--- config.mk ---
export PLATFORM = sky130hd
export DESIGN_NAME = pxl_crosslink_ctrl
export DESIGN_NICKNAME = d
export VERILOG_FILES = /design/src/rtl/pxl_pkg.sv /design/src/rtl/pxl_crosslink_ctrl.sv
export SDC_FILE = /design/constraint.sdc
export NUM_CORES = 1
export LEC_CHECK = 0
export BUFFER_PORTS_ARGS = -buffer_cell sky130_fd_sc_hd__buf_2
export CAP_MARGIN = 20
export CORE_MARGIN = 2
export CORE_UTILIZATION = 39
export DETAILED_ROUTE_END_ITERATION = 10
export HOLD_SLACK_MARGIN = 0.08
export PLACE_DENSITY = 0.83
export RECOVER_POWER = 100
export SYNTH_ARGS = -nofsm -noshare
export SYNTH_HDL_FRONTEND = slang
export SYNTH_SLANG_ARGS = --single-unit
--- constraint.sdc ---
create_clock -name mclk -period 2 [get_ports mclk]
set_clock_uncertainty 0.05 [all_clocks]
set_input_delay 0 -clock mclk [delete_from_list [all_inputs] [get_ports mclk]]
set_output_delay 0 -clock mclk [all_outputs]
set_load 0.1 [all_outputs]
--- src/rtl/pxl_pkg.sv ---
// Package for the crosslink control block: types and constants
package pxl_pkg;

  // Port mode within the switch
  localparam logic PORT_MODE_DOWN = 1'b0;  // Downstream switch port
  localparam logic PORT_MODE_UP   = 1'b1;  // Upstream switch port

  // Lane orientation encodings
  localparam logic ORIENT_DOWN_LANES = 1'b0;  // Acts as upstream component
  localparam logic ORIENT_UP_LANES   = 1'b1;  // Acts as downstream component

  // Reset values
  localparam logic RST_ORIENT       = 1'b0;
  localparam logic RST_XLINK_OFF    = 1'b0;
  localparam logic [1:0] RST_SPEED  = 2'h1;

  // Link speeds
  localparam logic [1:0] SPEED_GEN1 = 2'h1;
  localparam logic [1:0] SPEED_GEN2 = 2'h2;

  // Group count, width of the port-group field, and training seed width
  localparam int GROUP_COUNT = 4;
  localparam int GROUP_W     = 2;
  localparam int SEED_W      = 16;

  // Link state machine, Gray coded along the normal path
  typedef enum logic [2:0] {
    PXL_DETECT   = 3'h0,
    PXL_TRAIN    = 3'h1,
    PXL_LINKUP   = 3'h3,
    PXL_SPEEDCHG = 3'h2,
    PXL_RECOVERY = 3'h6,
    PXL_HOTRST   = 3'h7
  } pxl_state_t;

  // Training outcome reported by the physical layer
  typedef struct packed {
    logic done;         // Training finished this cycle
    logic same_side;    // Partner is same switch-side type
    logic up_lanes;     // Trained role: upstream lanes
    logic hot_reset;    // Received training sets with hot reset bit
    logic partner_gen2; // Partner asks for Gen2
  } pxl_train_t;

  // Higher-layer hot reset requests
  typedef struct packed {
    logic partition;
    logic up_secondary;
    logic dn_secondary;
  } pxl_hrreq_t;

  // Port group of a port number: n modulo 4
  function automatic logic [GROUP_W-1:0] pxl_group(input logic [3:0] port_num);
    pxl_group = port_num[GROUP_W-1:0];
  endfunction : pxl_group

endpackage : pxl_pkg

--- src/rtl/pxl_crosslink_ctrl.sv ---
// Crosslink control for one switch port: training gate, orientation, speed, hot reset
//
// Summary of operation
// - Train with same-type partner, down or up
// - Training decides which side has which lanes
// - Report current lane orientation per port
// - Same group crosslink needs differing seeds
// - Upstream crosslink without initiate stays Gen1
// - Initiate bit makes upstream port start Gen2
// - Crosslink on after reset; off bit blocks
// - No dynamic width change while crosslinked
// - Down-mode crosslink enters hot reset on TS
// - Received hot reset keeps config, other ports
// - Down-mode, down-lane port: directed hot reset via recovery
// - Up-lane port has no internal hot reset path
`timescale 1ns/1ns
`default_nettype none

module pxl_crosslink_ctrl
  import pxl_pkg::*;
(
  input  wire  logic              mclk,                            // Core clock, 20 MHz
  input  wire  logic              arst_n,                          // Async reset, active low
  input  wire  logic              port_mode,                       // 0 downstream, 1 upstream switch port
  input  wire  logic [3:0]        port_num,                        // This port's number
  input  wire  logic [3:0]        partner_port_num,                // Partner port number when on-chip
  input  wire  logic              partner_on_chip,                 // Partner is a port of this device
  input  wire  logic [SEED_W-1:0] phy_pattern_seed_reg,            // Own training seed
  input  wire  logic [SEED_W-1:0] partner_seed,                    // Partner training seed
  input  wire  logic              crosslink_off_bit,               // Disable crosslink forming
  input  wire  logic              crosslink_speed_change_initiate, // Upstream port starts Gen2
  input  wire  pxl_train_t        train,                           // Physical layer training result
  input  wire  pxl_hrreq_t        hr_req,                          // Higher-layer hot reset requests
  input  wire  logic              width_change_req,                // Dynamic width reconfig request
  input  wire  logic              speed_change_done,               // Speed change finished
  input  wire  logic              hot_reset_done,                  // Hot reset sequence finished
  input  wire  logic              link_down,                       // Physical link lost
  output logic                    lane_orientation_status,         // 1 upstream lanes, 0 downstream lanes
  output logic                    crosslinked,                     // Link is up as a crosslink
  output logic                    link_up,                         // Link is up
  output logic                    crosslink_refused,               // Last training refused a crosslink
  output logic                    speed_change_start,              // Pulse: start change to Gen2
  output logic [1:0]              link_speed,                      // Current speed
  output logic                    width_change_grant,              // Width reconfig allowed
  output logic                    enter_recovery,                  // Level: PHY in recovery
  output logic                    hot_reset_active,                // Level: PHY in hot reset
  output logic                    cfg_reset_block                  // Keep config regs during hot reset
);

  pxl_state_t state;
  pxl_state_t next_state;

  // Same-group crosslink is only legal with differing seeds
  wire same_group   = partner_on_chip && (pxl_group(port_num) == pxl_group(partner_port_num));
  wire seeds_differ = (phy_pattern_seed_reg != partner_seed);
  wire seed_ok      = !same_group || seeds_differ;
  // Same-type partner allowed unless disabled or seeds clash
  wire xl_allowed   = !crosslink_off_bit && seed_ok;
  wire train_ok     = train.done && (!train.same_side || xl_allowed);
  wire train_refuse = train.done && train.same_side && !xl_allowed;

  // On a crosslink, Gen2 only started by the upstream port with initiate set;
  // without it neither side moves and the link stays at Gen1
  wire xl_up        = crosslinked && (port_mode == PORT_MODE_UP);
  wire want_gen2    = xl_up ? crosslink_speed_change_initiate
                            : (!crosslinked && train.partner_gen2);

  // Directed hot reset only for a downstream-mode port on downstream lanes
  wire hr_any       = hr_req.partition || hr_req.up_secondary || hr_req.dn_secondary;
  wire hr_directed  = hr_any && (port_mode == PORT_MODE_DOWN)
                      && (lane_orientation_status == ORIENT_DOWN_LANES);
  // Received hot reset honoured with either lane orientation
  wire hr_received  = train.hot_reset && (port_mode == PORT_MODE_DOWN);

  // Next-state logic
  always_comb begin
    next_state = state;
    case (state)
      PXL_DETECT: begin
        next_state = PXL_TRAIN;
      end
      PXL_TRAIN: begin
        if (train_ok) begin
          next_state = PXL_LINKUP;
        end
      end
      PXL_LINKUP: begin
        if (link_down) begin
          next_state = PXL_DETECT;
        end else if (hr_received) begin
          next_state = PXL_HOTRST;
        end else if (hr_directed) begin
          next_state = PXL_RECOVERY;
        end else if (want_gen2 && (link_speed == SPEED_GEN1)) begin
          next_state = PXL_SPEEDCHG;
        end
      end
      PXL_SPEEDCHG: begin
        if (link_down) begin
          next_state = PXL_DETECT;
        end else if (speed_change_done) begin
          next_state = PXL_LINKUP;
        end
      end
      PXL_RECOVERY: begin
        next_state = PXL_HOTRST;
      end
      PXL_HOTRST: begin
        if (hot_reset_done) begin
          next_state = PXL_DETECT;
        end
      end
      default: begin
        next_state = PXL_DETECT;
      end
    endcase
  end

  // State register
  always_ff @(posedge mclk or negedge arst_n) begin
    if (!arst_n) begin
      state <= PXL_DETECT;
    end else begin
      state <= next_state;
    end
  end

  // Orientation latched only when training completes, held otherwise
  always_ff @(posedge mclk or negedge arst_n) begin
    if (!arst_n) begin
      lane_orientation_status <= RST_ORIENT;
    end else if (state == PXL_TRAIN && train_ok) begin
      lane_orientation_status <= train.up_lanes;
    end
  end

  // Crosslink and link status
  always_ff @(posedge mclk or negedge arst_n) begin
    if (!arst_n) begin
      crosslinked       <= 1'b0;
      link_up           <= 1'b0;
      crosslink_refused <= 1'b0;
    end else begin
      if (state == PXL_TRAIN && train_ok) begin
        crosslinked <= train.same_side;
      end else if (next_state == PXL_DETECT) begin
        crosslinked <= 1'b0;
      end
      link_up <= (next_state == PXL_LINKUP) || (next_state == PXL_SPEEDCHG);
      if (state == PXL_TRAIN && train.done) begin
        crosslink_refused <= train_refuse;
      end
    end
  end

  // Speed tracking; a start pulse marks entry to the speed change
  always_ff @(posedge mclk or negedge arst_n) begin
    if (!arst_n) begin
      link_speed         <= RST_SPEED;
      speed_change_start <= 1'b0;
    end else begin
      speed_change_start <= (state == PXL_LINKUP) && (next_state == PXL_SPEEDCHG);
      if (next_state == PXL_DETECT) begin
        link_speed <= SPEED_GEN1;
      end else if (state == PXL_SPEEDCHG && speed_change_done) begin
        link_speed <= SPEED_GEN2;
      end
    end
  end

  // Width change never granted on a crosslink
  always_ff @(posedge mclk or negedge arst_n) begin
    if (!arst_n) begin
      width_change_grant <= 1'b0;
    end else begin
      width_change_grant <= width_change_req && link_up && !crosslinked;
    end
  end

  // Hot reset indications; config regs spared on a received crosslink hot reset so other ports stay untouched
  always_ff @(posedge mclk or negedge arst_n) begin
    if (!arst_n) begin
      enter_recovery   <= 1'b0;
      hot_reset_active <= 1'b0;
      cfg_reset_block  <= 1'b0;
    end else begin
      enter_recovery   <= (next_state == PXL_RECOVERY);
      hot_reset_active <= (next_state == PXL_HOTRST);
      if (state == PXL_LINKUP && hr_received && crosslinked) begin
        cfg_reset_block <= 1'b1;
      end else if (next_state != PXL_HOTRST) begin
        cfg_reset_block <= 1'b0;
      end
    end
  end

endmodule : pxl_crosslink_ctrl

`default_nettype wire

After elaboration in Yosys (flattened, before gate mapping):

Index checks and enable logic that the tools add are counted.

* memories: 0
* output and inout bits: 11
* input bits: 58
* logic and storage cells: 76
* bits in latches: 0
* memory bits (writable): 0
* bits in registers: 14
* memory bits (read-only): 0

* add/subtract/negate cells: 0
* shifts and indexed selects: 0
* $lt $le $gt $ge: 0
* div/mod/pow operators: 0
* equality and inequality tests: 13
* reduce and logical (&&, ||, !) cells: 34
* multiply operators: 0
* multiplexer cells: 16
* bitwise logic cells: 2

Operators with widths (count)
* 3-bit two-way mux: 8
* 1-bit logical AND: 19
* 3-bit case mux with 6 select lines: 1
* 16-bit != test: 1
* 3-bit by 2-bit == test with 1-bit output, second input constant: 4
* 3-bit == test, second input constant: 4
* 3-bit zero test: 2
* 2-bit nonzero test: 3
* 1-bit zero test: 5
* 1-bit logical OR: 5
* 1-bit two-way mux: 5
* 2-bit two-way mux: 2
* 3-bit by 1-bit == test with 1-bit output, second input constant: 1
* 3-bit != test, second input constant: 1
* 2-bit by 1-bit == test with 1-bit output, second input constant: 1
* 2-bit == test: 1
* 1-bit NOT: 2

Longest topological paths before layout:

Gate-level depths: netlist of the first run.

* depth in word-level cells: 12
* depth in mapped cells: 6
* mapped depth without buffers: 5

Worst setup path before layout of the first run:

Ideal clock, no wire load.

* kind: register to register
* start: register crosslinked
* end: register cfg_reset_block
* cell stages (with the launch flop): 6
* required time: 1.830 ns
* arrival time: 1.938 ns
* slack: -0.108 ns
* buffers on the path: 0
* clock period less this slack: 2.108 ns
* cell sequence: dfrtp_1 -> nand3_1 -> a211o_1 -> a21oi_2 -> o311ai_4 -> a31o_2

* word-level cells in the longest chain between the ends: 11
* elaborated cells on any way between the ends: 14
* those cells by class: eq/ne: 1; mux: 7; reduce/logical: 6

Ends and longest elaborated chain
* start: declaration: line pxl_crosslink_ctrl.sv:39 `output logic crosslinked,`
* start signal: assignment: line pxl_crosslink_ctrl.sv:145 `crosslinked <= train.same_side;`
* 1-bit zero test: line pxl_crosslink_ctrl.sv:66 `: (!crosslinked && train.partner_gen2);`
* 1-bit logical AND: line pxl_crosslink_ctrl.sv:66
* 1-bit two-way mux (*): line pxl_crosslink_ctrl.sv:65 `wire want_gen2 = xl_up ? crosslink_speed_change_initiate`
* 1-bit logical AND (*): line pxl_crosslink_ctrl.sv:94 `end else if (want_gen2 && (link_speed == SPEED_GEN1)) begin`
* 3-bit two-way mux (*): line pxl_crosslink_ctrl.sv:94
* 3-bit two-way mux (*): line pxl_crosslink_ctrl.sv:92 `end else if (hr_directed) begin`
* 3-bit two-way mux (*): line pxl_crosslink_ctrl.sv:90 `end else if (hr_received) begin`
* 3-bit two-way mux (*): line pxl_crosslink_ctrl.sv:88 `if (link_down) begin`
* 3-bit case mux with 6 select lines (*): line pxl_crosslink_ctrl.sv:78 `case (state)`
* net next_state[0]: line pxl_crosslink_ctrl.sv:51 `pxl_state_t next_state;`
* 3-bit != test (*): line pxl_crosslink_ctrl.sv:191 `end else if (next_state != PXL_HOTRST) begin`
* 2-bit nonzero test (no source line) (*)
* end signal: assignment: line pxl_crosslink_ctrl.sv:185 `cfg_reset_block <= 1'b0;`
* end signal: assignment: line pxl_crosslink_ctrl.sv:190 `cfg_reset_block <= 1'b1;`
* end signal: assignment: line pxl_crosslink_ctrl.sv:192 `cfg_reset_block <= 1'b0;`
* end: declaration: line pxl_crosslink_ctrl.sv:47 `output logic cfg_reset_block`

Mark *: on every way through the listed nets, which the timed path passes. The rest lies on a longest branch.
A chain may end at the register's enable or synchronous reset.

Worst setup path after layout of the first run:

* start: register state[2]
* end: register cfg_reset_block

* elaborated cells on any way between the ends: 20
* those cells by class: eq/ne: 6; mux: 10; reduce/logical: 4

RTL lines
* start: declaration: line pxl_crosslink_ctrl.sv:50 `pxl_state_t state;`
* start signal: assignment: line pxl_crosslink_ctrl.sv:124 `state <= next_state;`
* 3-bit == test, or another cell as far along: line pxl_crosslink_ctrl.sv:78
* 3-bit case mux with 6 select lines (*): line pxl_crosslink_ctrl.sv:78
* net next_state[0]: line pxl_crosslink_ctrl.sv:51
* 3-bit != test (*): line pxl_crosslink_ctrl.sv:191
* 2-bit nonzero test (no source line) (*)

Marked as above.

==> results of run 1 <==
-- Yosys cell counts, types with 3 or more instances --
master / number
nand2_1: 7
nor2_1: 7
nor3_1: 3
xnor2_1: 17
nand3_1: 5
dfrtp_1: 13
nand4_1: 3
-- report_power, final --
part | internal [mW] | switching, mW | leakage, nW
registers | 0.374 | 0.0915 | 0.177
logic | 0.243 | 0.694 | 0.446
clock network | 0.110 | 0.0899 | 0.0210
-- what timing repair did --
action / 4_1_cts / 5_1_grt
hold buffers: 8 / 0
setup buffers: 0 / 0
hold endpoints to repair: 22 / 0
-- final timing paths --
| check | from | end | cells after the start |
|---|---|---|---|
| max | state[2] | cfg_reset_block | 3 |
| min | crosslink_off_bit | crosslink_refused | 5 |
| max reg2reg | state[2] | cfg_reset_block | 3 |
| min reg2reg | link_speed[0] | link_speed[0] | 2 |
| max in group asynchronous | arst_n | crosslinked | 2 |
| min in group asynchronous | arst_n | link_speed[1] | 2 |
-- cell families (layout without fill, tap and decap cells) --
group / count (synthesis) / in the layout / synth area share
mux: 2 / 2 / 0.0244
xor+xnor: 18 / 18 / 0.171
compound gates: 13 / 13 / 0.138
buf+inv: 3 / 78 / 0.0135
simple gates: 40 / 40 / 0.272
flops: 14 / 14 / 0.381
-- registers in the layout, summed over array words and instances (netlist names) --
| signal | flops |
|---|---|
| width_change_grant | 1 |
| speed_change_start | 1 |
| link_speed | 2 |
| state | 3 |
| link_up | 1 |
| hot_reset_active | 1 |
| crosslink_refused | 1 |
| cfg_reset_block | 1 |
| lane_orientation_status | 1 |
| crosslinked | 1 |
| enter_recovery | 1 |
-- area by class of cell --
cell class | count | area (um2)
clock buffer | 4 | 36.3
sequential | 14 | 353
timing repair buffer | 72 | 385
multi-input combinational | 73 | 546
tap | 28 | 35.0
inverter | 2 | 7.51
fill | 215 | 871
-- per-stage QoR --
stage | setup WS [ns] | hold slack, ns
after floorplan | 0.0582 | -0.346
after detailed placement | 0.336 | -0.146
after CTS | 0.322 | 0.0877
after global placement | 0.413 | -0.154
final | 0.264 | 0.0880
after global routing | 0.175 | 0.120
-- per-layer routing --
layer / up-vias / share of wire / track usage
li1: 467 / - / -
met1: 411 / 0.41 / 0.186
met2: 53 / 0.50 / 0.327
met3: 0 / 0.094 / 0.0257
met4: 0 / 0 / 0.0427
met5: - / 0 / 0
-- worst register-to-register path: stages (launching register included) --
cell	delay, ns
dfrtp_1	0.47
nand3b_1	0.34
o311ai_2	0.58
a31o_2	0.24
==> reports/qor.txt, run 1 <==
Most used DFF post-synth: dfrtp_1
Yosys top cell by area: dfrtp_1
CP max stage cell: o311ai_2
DR vias: 931
register area share after synthesis: 0.381
Max IR drop VDD: 0.000971 V
pwr/cell area: 1180 nW/um2
Finished Layout Cells: 193
antenna viol nets, final: 0
largest net degree at the start of global routing: 15
global-route wire length before repair: 3560 um
area grow syn2layout: 47.6%
n_diodes: 0
Placed Instance Area: 1270 um2
Slew headroom: 0.217
Post-Synthesis Net Count: 148
final-report hold violation count: 0
Avg Inst Size Synth: 10.3 um2
row cnt: 17
Post-DP HPWL: 1880 um
Design Power: 1.60 mW
total core area: 2230 um2
DRC violations left: 0
worst-skew pair later-pin latency: 0.27 ns
drt initial violations: 5
TNS Setup: 0 ns
Hold Path Class: input port to flip-flop
IO buf count: 64
# setup viols final: 0
slowest stage delay, CP: 0.58 ns
die height: 52.7 um
r2r setup slk: 0.26 ns
WP data required: 2.16 ns
most frequent cells in the layout: buf_2, xnor2_1, dfrtp_1, clkbuf_1, dlygate4sd3_1
nets: 224
CP Data Arrival Time: 1.90 ns
top post-synthesis cells by area: dfrtp_1, xnor2_1, dfstp_2
vias in the first global route: 916
CTS root buffer: clkbuf_4
drt first pass iters: 4
status: finished clean
final period utilization: 0.868
family with the most delay on the worst path: compound AO/OA/AOI/OAI gates
Initial Util: 0.413
CP Launch Type: flip-flop
RSZ-0062 raised after global routing: false
Buf/Inv on CP: 0
GRT Total Usage: 0.168
P_leak: 0.644 nW
number of flops mapped to enable cells by yosys: 0
CTS resizes: 0
max-slew violation count: 0
CTS tree: yes
Cell Area, Synth: 923 um2
design area: 1360 um2
H-tree depth: 1
die width: 52.7 um
CTS Buffer Depth: 2
Distinct cells, synth: 33
final core occ: 0.610
most common cell after layout, fill and taps aside: buf_2
initial antenna violation count: 0
Synth Register Bits: 14
TritonCTS buffer count: 3
CP Max Fanout: 9
Final Critical Period: 1.74 ns
Clock transition at path regs: 0.09 ns
Placer Congestion: 0.812
WL final: 2210 um
Via density: 4.82
number of max-cap violations: 0
grt ovf: 0
post-synthesis async set-or-reset flop share: 1.00
Syn. warnings: 0
CP Class: flip-flop to flip-flop
Post-Syn Instances: 90
clock tree sinks: 14
layout cell share with drive strength beyond 1: 0.424
measured slew at the worst slew-check pin: 1.18 ns
die area: 2770 um2
Ports: 69
critical path endpoint category: flip-flop
Routed wire per std cell: 11.5 um
Placed Cells: 181
CP Cell Sequence: nand3b_1 -> o311ai_2 -> a31o_2
fmax: 576 MHz
post-synth top area share: 0.352
No activity file was read; power rests on OpenSTA's default activity.
==> inputs of run 2 (changes only) <==
BUFFER_PORTS_ARGS = not set   (was -buffer_cell sky130_fd_sc_hd__buf_2)
CORE_UTILIZATION = 45   (was 39)
DONT_BUFFER_PORTS = 1   (was not set)
PLACE_DENSITY = 0.65   (was 0.83)
==> run 2 against run 1 <==
  * Via count fell by 17%
  * Die area decreased by 12%
  * First-iteration DRC count up 20%
  * Critical path type unchanged
  * Non-clock buffer count is 50 lower
  * Sequential power grew 4.3%
==> reports/qor.txt, run 2 (synthesis results as in run 1) <==
fillers: 191 (-11%)
critical path endpoint category: flip-flop
internal power: 0.746 mW (+2.5%)
TritonCTS buffer count: 3 (unchanged)
register area: 355 um2 (+0.71%)
global-route wire length before repair: 3170 um (-11%)
status: finished clean
final period utilization: 0.966 (+0.0976)
TNS Setup: 0 ns (unchanged)
vias in the first global route: 731 (-20%)
slowest stage delay, CP: 0.58 ns (about the same)
Initial Util: 0.476 (+0.0621)
switch share: 0.535 (-0.0104)
# setup viols final: 0 (unchanged)
Placer Congestion: 0.755 (-7.0%)
Clock transition at path regs: 0.08 ns (about the same)
most common cell after layout, fill and taps aside: xnor2_1
area grow syn2layout: 24.9%
initial antenna violation count: 0 (unchanged)
RSZ-0062 raised after global routing: false
Buf/Inv on CP: 1 (+1)
family with the most delay on the worst path: buffers and inverters
Ports: 69 (unchanged)
power share of the combinational group: 0.573 (-0.011)
row cnt: 16 (-1)
Routed wire per std cell: 14.0 um (+23%)
measured slew at the worst slew-check pin: 1.21 ns (+0.0318 ns)
die area: 2430 um2 (-12%)
final hold slack: 0.101 ns (+0.0128 ns)
Largest regs: state x3, link_speed x2
Max IR drop VDD: 0.000935 V (-3.8%)
most frequent cells in the layout: xnor2_1, dlygate4sd3_1, dfrtp_1
total core area: 1940 um2 (-13%)
worst-skew pair later-pin latency: 0.28 ns (about the same)
max-slew violation count: 0 (unchanged)
Clk pwr share: 0.124 (about the same)
IO buf count: 0 (-100%)
most repeated library cell on the critical path: nor3_1
n_diodes: 0 (unchanged)
Slew headroom: 0.193 (-0.0245)
CTS root buffer: clkbuf_4
antenna viol nets, final: 0 (unchanged)
CP max stage cell: dlygate4sd3_1
largest net degree at the start of global routing: 15 (unchanged)
Seq pwr share: 0.303 (+0.012)
H-tree depth: 1 (unchanged)
Post-DP HPWL: 1520 um (-19%)
CP Launch Type: flip-flop
CP Data Arrival Time: 2.08 ns (+0.18 ns)
final-report hold violation count: 0 (unchanged)
layout cell share with drive strength beyond 1: 0.191 (-0.233)
drt initial violations: 6 (+1)
Via density: 5.46 (+13%)
drt first pass iters: 4 (unchanged)
WP data required: 2.15 ns (about the same)
die width: 49.3 um (-6.4%)
die height: 49.3 um (-6.4%)
DRC violations left: 0 (unchanged)
pwr/cell area: 1390 nW/um2 (+18%)
max reg flops: 3 (unchanged)
CP Class: flip-flop to flip-flop
Final Critical Period: 1.93 ns (+0.195 ns)
Hold Path Class: input port to flip-flop
largest register by flop count: state
post-CTS setup buffer count: 0 (unchanged)
DR vias: 775 (-17%)
grt ovf: 0 (unchanged)
clock tree sinks: 14 (unchanged)
CP Max Fanout: 9 (unchanged)
CP Cell Sequence: nand3b_4 -> nor3_1 -> a21bo_1 -> dlygate4sd3_1 -> nor3_1
fmax: 518 MHz (-10%)
P_leak: 0.478 nW (-26%)
sw power: 0.860 mW (-1.7%)
nets: 174 (-22%)
WL final: 1990 um (-9.8%)
GRT Total Usage: 0.172 (+0.00394)
CTS tree: yes
number of max-cap violations: 0 (unchanged)
CTS Buffer Depth: 2 (unchanged)
multi-input combinational cell area: 554 um2 (+1.6%)
## run 2: final timing paths
check	cells past startpoint	from	slack, ns	endpoint
setup / recovery	5	state[2]	0.07	link_up
hold / removal	4	partner_on_chip	0.10	state[1]
setup reg to reg	5	state[2]	0.07	link_up
hold reg to reg	2	link_speed[0]	0.46	link_speed[0]
max in group asynchronous	1	arst_n	1.35	state[1]
min in group asynchronous	1	arst_n	0.12	state[2]
## run 2: worst min-delay path, stage by stage
cell and delay, ns:
nand2_1 0.05, nor4_2 0.06, a21oi_4 0.17, a31o_2 0.13
## run 2: per-layer routing
metal,vias to the layer above,part of all wire,track usage,routed length [um]
li1,368,-,-,-
met5,-,0,0,0
met2,44,0.51,0.302,1020
met3,4,0.099,0.0675,198
met4,0,0.011,0.0667,22
met1,359,0.38,0.184,756
## run 2: through the flow
stage                     worst slack (ns)  cell area (um2)  total power, mW  utilization  cells
after CTS                           0.0293             1190             1.68        0.615    143
final                               0.0689             1150             1.61        0.594    142
after global routing                0.0235             1150             1.71        0.594    142
after floorplan                     0.0582              925             1.24            -     90
after detailed placement             0.342             1030             1.41        0.530    126
after global placement               0.385             1030             1.40        0.530    126
## run 2: what timing repair did
item,in CTS,in global routing
setup endpoints to repair,0,3
hold buffers,13,0
gates resized for setup,0,4
hold endpoints to repair,27,0
## run 2: power groups by stage
stage	Combinational (mW)	Sequential (mW)	Clock, mW
floorplan	0.335	0.906	0
global placement	0.920	0.479	0
detailed placement	0.929	0.480	0
CTS	0.997	0.475	0.209
global route	0.972	0.504	0.230
finish	0.921	0.486	0.200
## run 2: final cells by class
type / count / area share
inverter: 2 / 0.00651
sequential: 14 / 0.308
clock buffer: 4 / 0.0315
multi-input combinational: 73 / 0.480
timing repair buffer: 22 / 0.144
tap: 27 / 0.0293
